**config.mk**
```make
export PLATFORM = sky130hd
export DESIGN_NAME = rsm_multiplier
export DESIGN_NICKNAME = d
export VERILOG_FILES = /design/src/inc/rsm_pkg.sv /design/src/rsm_array.sv /design/src/rsm_multiplier.sv
export SDC_FILE = /design/constraint.sdc
export NUM_CORES = 1
export LEC_CHECK = 0
export BUFFER_PORTS_ARGS = -buffer_cell sky130_fd_sc_hd__buf_2
export CORE_ASPECT_RATIO = 1.75
export CORE_MARGIN = 1.5
export CORE_UTILIZATION = 40
export CTS_CLUSTER_SIZE = 16
export DETAILED_ROUTE_END_ITERATION = 8
export HOLD_SLACK_MARGIN = 0.12
export PLACE_DENSITY_LB_ADDON = 0.25
export SYNTH_ARGS = -nofsm -noshare
export SYNTH_HDL_FRONTEND = slang
export SYNTH_SLANG_ARGS = --single-unit
```
**constraint.sdc**
```tcl
create_clock -name clk -period 4.6 [get_ports clk]
set_input_delay 0.69 -clock clk [delete_from_list [all_inputs] [get_ports clk]]
set_output_delay 0.69 -clock clk [all_outputs]
set_load 0.02 [all_outputs]
```
**src/inc/rsm_pkg.sv**
```systemverilog
// Constants shared by the registered signed 8x8 multiplier design.
// Assumes nothing of its surroundings; imported whole by each module except the bus model.
package rsm_pkg;
  // Operand and product widths.
  localparam int OP_W = 8;
  localparam int PROD_W = 16;
  // Position of the fractional product sign inside the raw 16-bit product.
  localparam int FRAC_SIGN_BIT = 14;
  // Top bit of the seven magnitude bits that follow the sign in the
  // lower product word.
  localparam int LOW_MAG_MSB = 6;
  // Half of one unit of the upper word, added when rounding is asked for.
  localparam logic [15:0] ROUND_ADD = 16'h0040;
  localparam logic [15:0] NO_ADD = 16'h0000;
  // Most negative operand value, fractional minus one.
  localparam logic [7:0] MOST_NEG = 8'h80;
  // Reset values of the operand and product registers.
  localparam logic [7:0] OP_RESET = 8'h00;
  localparam logic [7:0] WORD_RESET = 8'h00;
endpackage

```
**src/rsm_array.sv**
```systemverilog
// Combinational signed multiplier array with rounding and word formatting.
// Assumes operands come from registers; it holds no clocked state itself.
`timescale 1ns/1ps
`default_nettype none
module rsm_array
  import rsm_pkg::*;
(
  // Operands and round control
  input wire logic [7:0] xOp,
  input wire logic [7:0] yOp,
  input wire logic roundEn,
  // Formatted product words
  output logic [7:0] upperWord,
  output logic [7:0] lowerWord
);
  logic signed [15:0] fullProd;
  logic [15:0] sumProd;

  // Full-precision signed product, no bits dropped.
  assign fullProd = $signed(xOp) * $signed(yOp);

  // Rounding adds half an upper-word unit before the register stage.
  // The largest product plus that half still fits, so no carry escapes.
  assign sumProd = fullProd +
    (roundEn ? ROUND_ADD : NO_ADD);

  // Fractional layout: bit 15 duplicates the sign except for -1 x -1,
  // where dropping it yields -1 instead of an unrepresentable +1.
  assign upperWord = sumProd[FRAC_SIGN_BIT -: OP_W];
  // The lower word repeats the sign in its top bit.
  assign lowerWord = {sumProd[FRAC_SIGN_BIT], sumProd[LOW_MAG_MSB:0]};
endmodule
`default_nettype wire

```
**src/rsm_multiplier.sv**
```systemverilog
// Registered signed 8x8 multiplier: operand registers, round control,
// combinational array and a two-byte product register with float controls.
// Assumes operand clocks and float controls are synchronous to clk.
`timescale 1ns/1ps
`default_nettype none
module rsm_multiplier
  import rsm_pkg::*;
(
  // System
  input wire logic clk,
  input wire logic rstn,
  input wire logic ce,
  // Operand inputs and their load clocks
  input wire logic [7:0] xOperand,
  input wire logic [7:0] yOperand,
  input wire logic xOperandClock,
  input wire logic yOperandClock,
  input wire logic roundRequest,
  // Product register load clock and float controls
  input wire logic productClock,
  input wire logic upperOutputFloat,
  input wire logic lowerOutputFloat,
  // Upper product byte pin
  output logic [7:0] upperProductByte,
  output logic upperProductOe,
  // Lower product byte pin
  output logic [7:0] lowerProductByte,
  output logic lowerProductOe
);
  logic xClkPrev;
  logic yClkPrev;
  logic orClkPrev;
  logic pClkPrev;
  logic xRise;
  logic yRise;
  logic orRise;
  logic pRise;
  logic [7:0] xReg;
  logic [7:0] yReg;
  logic roundReg;
  logic [7:0] next_upper;
  logic [7:0] next_lower;

  // The device clocks arrive as levels sampled by clk; a rise is seen
  // when the level goes from low to high between two samples.
  // History freezes with the enable: a clock that rose while frozen and is
  // still high is taken once the enable returns, one that also fell is lost.
  always_ff @(posedge clk or negedge rstn) begin
    if (!rstn) begin
      xClkPrev <= 1'b0;
      yClkPrev <= 1'b0;
      orClkPrev <= 1'b0;
    end else if (ce) begin
      xClkPrev <= xOperandClock;
      yClkPrev <= yOperandClock;
      orClkPrev <= xOperandClock | yOperandClock;
    end
  end

  // Product clock history, kept apart from the operand side.
  always_ff @(posedge clk or negedge rstn) begin
    if (!rstn) begin
      pClkPrev <= 1'b0;
    end else if (ce) begin
      pClkPrev <= productClock;
    end
  end

  assign xRise = ce & xOperandClock & ~xClkPrev;
  assign yRise = ce & yOperandClock & ~yClkPrev;
  // A normally high clock hides the other clock's rise; hosts keep both low.
  assign orRise = ce & (xOperandClock | yOperandClock)
    & ~orClkPrev;
  assign pRise = ce & productClock & ~pClkPrev;

  // X operand register.
  always_ff @(posedge clk or negedge rstn) begin
    if (!rstn) begin
      xReg <= OP_RESET;
    end else if (xRise) begin
      xReg <= xOperand;
    end
  end

  // Y operand register, independent of X.
  always_ff @(posedge clk or negedge rstn) begin
    if (!rstn) begin
      yReg <= OP_RESET;
    end else if (yRise) begin
      yReg <= yOperand;
    end
  end

  // Round control travels with the operands.
  always_ff @(posedge clk or negedge rstn) begin
    if (!rstn) begin
      roundReg <= 1'b0;
    end else if (orRise) begin
      roundReg <= roundRequest;
    end
  end

  rsm_array uArray (
    .xOp(xReg),
    .yOp(yReg),
    .roundEn(roundReg),
    .upperWord(next_upper),
    .lowerWord(next_lower)
  );

  // Both bytes load together on the product clock.
  always_ff @(posedge clk or negedge rstn) begin
    if (!rstn) begin
      upperProductByte <= WORD_RESET;
      lowerProductByte <= WORD_RESET;
    end else if (pRise) begin
      upperProductByte <= next_upper;
      lowerProductByte <= next_lower;
    end
  end

  // Each byte drives only while its float control is low.
  assign upperProductOe = ~upperOutputFloat;
  assign lowerProductOe = ~lowerOutputFloat;

  logic signed [15:0] expProd;
  logic [15:0] expRound;
  assign expProd = $signed(xReg) * $signed(yReg);
  assign expRound = expProd + ROUND_ADD;

  // Expected words, named so that past values are taken of plain signals.
  logic [FRAC_SIGN_BIT:0] expFrac;
  logic [7:0] expRndUpper;
  logic [7:0] expRndLower;
  logic [7:0] expPlainLower;
  logic expSign;
  assign expFrac = expProd[FRAC_SIGN_BIT:0];
  assign expRndUpper = expRound[FRAC_SIGN_BIT -: OP_W];
  assign expRndLower = {expRound[FRAC_SIGN_BIT], expRound[LOW_MAG_MSB:0]};
  assign expPlainLower = {expProd[FRAC_SIGN_BIT], expProd[LOW_MAG_MSB:0]};
  // Rounding can carry a tiny negative product up to zero, so the sign
  // that the words must carry is taken after the round step.
  assign expSign = roundReg ? expRound[FRAC_SIGN_BIT]
    : expProd[FRAC_SIGN_BIT];
endmodule
`default_nettype wire

```
**After elaboration in Yosys (flattened, before gate mapping)**

Cells that the tools add are included.
W data, S select, Z words.

- Bits in latches: 0
- Memories: 0
- ROM bits: 0
- Logic and storage cells: 27
- Output and inout bits: 18
- Bits of input ports: 25
- Bits in registers: 37
- Bits in writable memories: 0

- Multiply operators: 1
- Reduce and logical (&&, ||, !) cells: 0
- Shift operators: 0
- Bitwise logic cells: 15
- $lt $le $gt $ge: 0
- Equal/unequal tests: 0
- Muxes and demuxes: 1
- Divide/modulo/power cells: 0
- $add $sub $neg: 1

Operators by type and width:

| operator | count |
|---|---|
| $add A15 B15 Y15 | 1 |
| $mul A8 B8 Y15 | 1 |
| $and A1 B1 Y1 | 8 |
| $mux W7 | 1 |
| $not A1 Y1 | 6 |
| $or A1 B1 Y1 | 1 |

**Logic depth before layout (Yosys ltp)**

- Depth in word-level cells: 3
- Gate-level depth with buffers: 17
- Depth with buffers taken out: 16

**Modules after synthesis**

From an unflattened synthesis, not the netlist that was laid out.

- Cell total of the unflattened synthesis: 357
- Area, all modules: 3839.9 µm²

By module, submodules not included:

| module | area an instance (µm²) | cells an instance | times used | sequential area each (µm²) |
|---|---|---|---|---|
| rsm_array | 2378.5 | 273 | 1 | 0.0 |
| rsm_multiplier | 1461.4 | 84 | 1 | 925.9 |

**Worst setup path after synthesis**

OpenSTA, ideal clock, no wires.

- Path type: reg2reg
- Start: reg xReg[7]
- End: reg lowerProductByte[7]
- Data arrival time: 4205 ps
- Buffers on the path: 1
- Setup slack: 265 ps
- Setup time: 130 ps
- Cell stages (with the launch flop): 16
- Period minus slack after synthesis: 4335 ps
- Required time: 4470 ps
- Cells stage by stage: dfrtp_1 > clkbuf_1 > nand2_1 > inv_1 > fa_1 > inv_1 > fa_1 > fa_1 > fa_1 > inv_1 > ha_1 > a211o_1 > or3_1 > a41oi_2 > xnor2_1 > o21ai_1

- Longest elaborated chain between the ends: 2

RTL lines:

| element | line | source |
|---|---|---|
| from (decl) | rsm_multiplier.sv:38 | `logic [7:0] xReg;` |
| from (signal assigned) | rsm_multiplier.sv:81 | `xReg <= xOperand;` |
| $mul A8 B8 Y15 | n/a |  |
| $add A15 B15 Y15 | rsm_array.sv:24 | `assign sumProd = fullProd +` |
| to (signal assigned) | rsm_multiplier.sv:118 | `lowerProductByte <= next_lower;` |
| to (decl) | rsm_multiplier.sv:27 | `output logic [7:0] lowerProductByte,` |

Every way passes these cells.
A chain may end at the register's enable or synchronous reset.

**Worst setup path after layout**

- Start: reg xReg[3]
- End: reg lowerProductByte[7]

Same word-level chain as after synthesis.

==> summary.txt <==
Status
  • Status: finished clean

Global route
  • Remaining global-route overflow: 0
  • Global router's overall resource usage: 16.7%
  • Global-route wire length before repair: 12900 um
  • Via count of the first global-routing pass: ~2900
  • Initial antenna violation count: 0
  • Maximum number of pins on one net before global-route repair: 37

Finish
  • Final cell count without fillers: around 550
  • Count of inserted antenna diode cells: 0
  • Final standard cell utilization of the core: 48.5%
  • Area of the multi-input gates: 2520 um^2
  • Final #Nets: 530
  • Area growth, synth to finish: 17.5%
  • Storage cell area: 916 um^2
  • Highest-count cells in the layout ignoring fill and taps: inv_1, fa_1, buf_2
  • Commonest non-fill, non-tap cell in the layout: inv_1
  • Share of final-layout standard cells stronger than drive strength 1: between 20 and 30%
  • Final-layout fill cell count: 897

Die
  • Die W: about 76 um
  • Starting density of the core: about two fifths
  • Placeable core region: approximately 9000 um^2
  • Height of the die: 131 um
  • Full die area: between 9000 and 10000 um^2
  • I/O pin total: 43
  • Number of placement rows: between 40 and 50

STA
  • Least-Margin Pin Slew: between 0.9 and 1 ns
  • Slew Limit Headroom: a little over a third
  • RSZ-0062 raised after global routing: false
  • Post-route setup TNS: 0 ns
  • Number of endpoints with negative hold slack in the final report: 0
  • Portion of the clock cycle consumed by the worst path in the final layout: roughly 95%
  • Max Freq: between 200 and 250 MHz
  • Worst Skew: 0.00433 ns
  • Max-slew violation count: 0
  • Final setup vio count: 0
  • Final critical-path required period: about 4.4 ns
  • Worst hold slack across all endpoints: 0.469 ns

Synth
  • Number of different library cells in the post-synthesis netlist: 36
  • Post-synthesis register bit count: 36
  • Fraction of the mapped netlist area in compound gates: 5.70%
  • Portion of netlist area occupied by mux cells: 7.52%
  • Number of warnings reported in the yosys synthesis log: 0
  • Dominant synthesized flop cell: dfrtp_1
  • EDFF count, synth: 0
  • Mean area per synthesized cell: between 10 and 15 um^2
  • Post-synthesis sequential area ratio: between 20% and 30%
  • Syn_nets: ~470
  • Synthesized instance count: 369
  • Post-Synth Adder-Cell Area: between 30% and 40%
  • Post-synthesis share of cell area spent on and, or, nand and nor gates: between 10% and 20%
  • Main combinational cell family by area after synthesis: adder cells
  • Post-Syn Area: ~3700 um^2
  • Async SR Flop Fraction: 100%
  • XOR/XNOR Fraction of Synth Area: 3.52%

Clock tree
  • Skew-Pair Late Insertion Delay: 0.28 ns
  • Level count of the clock H-tree: 2
  • Worst-case clock buffer depth: 2
  • Clock transition at the registers of the reported paths: 0.06 ns
  • Inserted Clock Buffers: 5
  • Number of sinks on the clock net: 36
  • Clock tree from TritonCTS: done
  • Clock root buffer: clkbuf_16

Worst hold path
  • Worst Hold Class: flop to flop
  • Worst min-delay path endpoint: upperProductByte[2]
  • Number of stages on the worst hold path: 2
  • Hold path start: upperProductByte[2]

Worst setup path
  • End of the worst register-to-register path: lowerProductByte[7]
  • Worst R2R Setup Slack: 0.22 ns
  • Critical-path maximum fanout: 5
  • Launch instance of the worst register-to-register path: xReg[3]
  • Worst setup EP type: flop
  • Worst endpoint data arrival time: between 4 and 5 ns
  • Cells on worst reg2reg path: 16
  • Crit path required time: between 4 and 5 ns
  • Category of the most critical setup path: flop to flop
  • Category of the worst setup path launch point: flop

Route
  • Number of detailed-route iterations in the first pass: 4
  • Antenna-violating nets left: 0
  • Total number of vias: roughly 2600
  • DRC violations left: 0
  • Via density: between 4 and 5
  • Violation count after the first detailed-routing iteration: 58
  • Per-cell routed wire length: ~14 um
  • Post-Route WL: around 7400 um

Job
  • Max-cap violations: 0

Placement
  • Final HPWL from detailed placement: 6150 um
  • RePlAce Congestion: 0.849
  • Cell count after placement: about 530
  • IO Port Bufs: 42
final cells by class:
type,instances,share of cell area (%)
repair buffers,58,7.48
well taps,120,3.43
multi-input cells,246,57.5
inverters,79,6.77
flip-flops and latches,36,20.9
clock buffers,5,2.86
clock inverters,3,1.06
synthesized netlist by cell type, types with 2 or more instances:
cell type   n  share of area (%)
nand2b_1    5               0.84
nor3_1      2               0.27
ha_1       26                8.7
fa_1       53                 28
buf_2       3               0.40
clkbuf_1    4               0.40
nor2_1      7               0.70
xor2_1      4               0.94
nor2b_1     4               0.67
nand2_1    35                3.5
o21ai_0    11                1.5
dfrtp_1    36                 24
nand3b_1    2               0.40
a21o_1      2               0.40
a21oi_1     8                1.1
mux2_2     24                7.2
xnor2_1    11                2.6
inv_1      79                8.0
and2_1     36                6.0
stage by stage:
| step | cell area [um^2] | worst slack [ns] |
|---|---|---|
| 3_5_place_dp | 4130 | 0.100 |
| 2_1_floorplan | 3730 | 0.265 |
| 3_3_place_gp | 4130 | 0.213 |
| 5_1_grt | 4380 | 0.0207 |
| 6_report | 4380 | 0.219 |
| 4_1_cts | 4300 | 0.0834 |
worst max path at each step:
stage                           to  slack (ns)  startpoint
2_1_floorplan  lowerProductByte[7]        0.27     xReg[7]
3_3_place_gp   lowerProductByte[7]        0.21     xReg[7]
3_5_place_dp   lowerProductByte[7]        0.10     xReg[7]
4_1_cts        lowerProductByte[7]        0.08     xReg[7]
5_1_grt        lowerProductByte[7]        0.02     xReg[3]
6_report       lowerProductByte[7]        0.22     xReg[3]
cell families after synthesis:
logic type,Yosys count
muxes,25
and+or+nand+nor,94
DFF,36
buffers and inverters,87
adders and majority gates,79
AOI/OAI and AO/OA,33
xor gates and xnor gates,15
repair_timing:
item	CTS	global route
setup buffers	0	6
resized for setup	0	16
hold buffers	0	0
setup endpoints to repair	0	3
per-layer routing:
layer | share of wire, % | global-route usage (%) | up-vias | wire, um
li1 | - | - | 1244 | -
met1 | 37 | 16.6 | 1261 | 2770
met2 | 58 | 34.8 | 37 | 4280
met3 | 1.8 | 1.74 | 13 | 130
met4 | 2.9 | 7.08 | 0 | 216
met5 | 0 | 0 | - | 0
worst max-delay path: stages (launching register included):
cell and delay (ns):
dfrtp_2 0.44, and2_1 0.19, fa_1 0.54, inv_1 0.05, fa_1 0.47, inv_1 0.05, fa_1 0.52, inv_1 0.05
fa_1 0.52, inv_1 0.04, ha_1 0.31, o21ai_0 0.17, nor2_1 0.09, or3_4 0.38, a41oi_2 0.21, xnor2_1 0.14
o21ai_1 0.07
state kept, by name (all words and copies together), names as in the netlist:
signal,flops
roundReg,1
xClkPrev,1
yReg,8
upperProductByte,7
xReg,8
lowerProductByte,8
pClkPrev,1
yClkPrev,1
orClkPrev,1
Power is left out: the tool's default activity adds up to more than one toggle a clock period on the data nets, which glitch-free logic cannot reach.
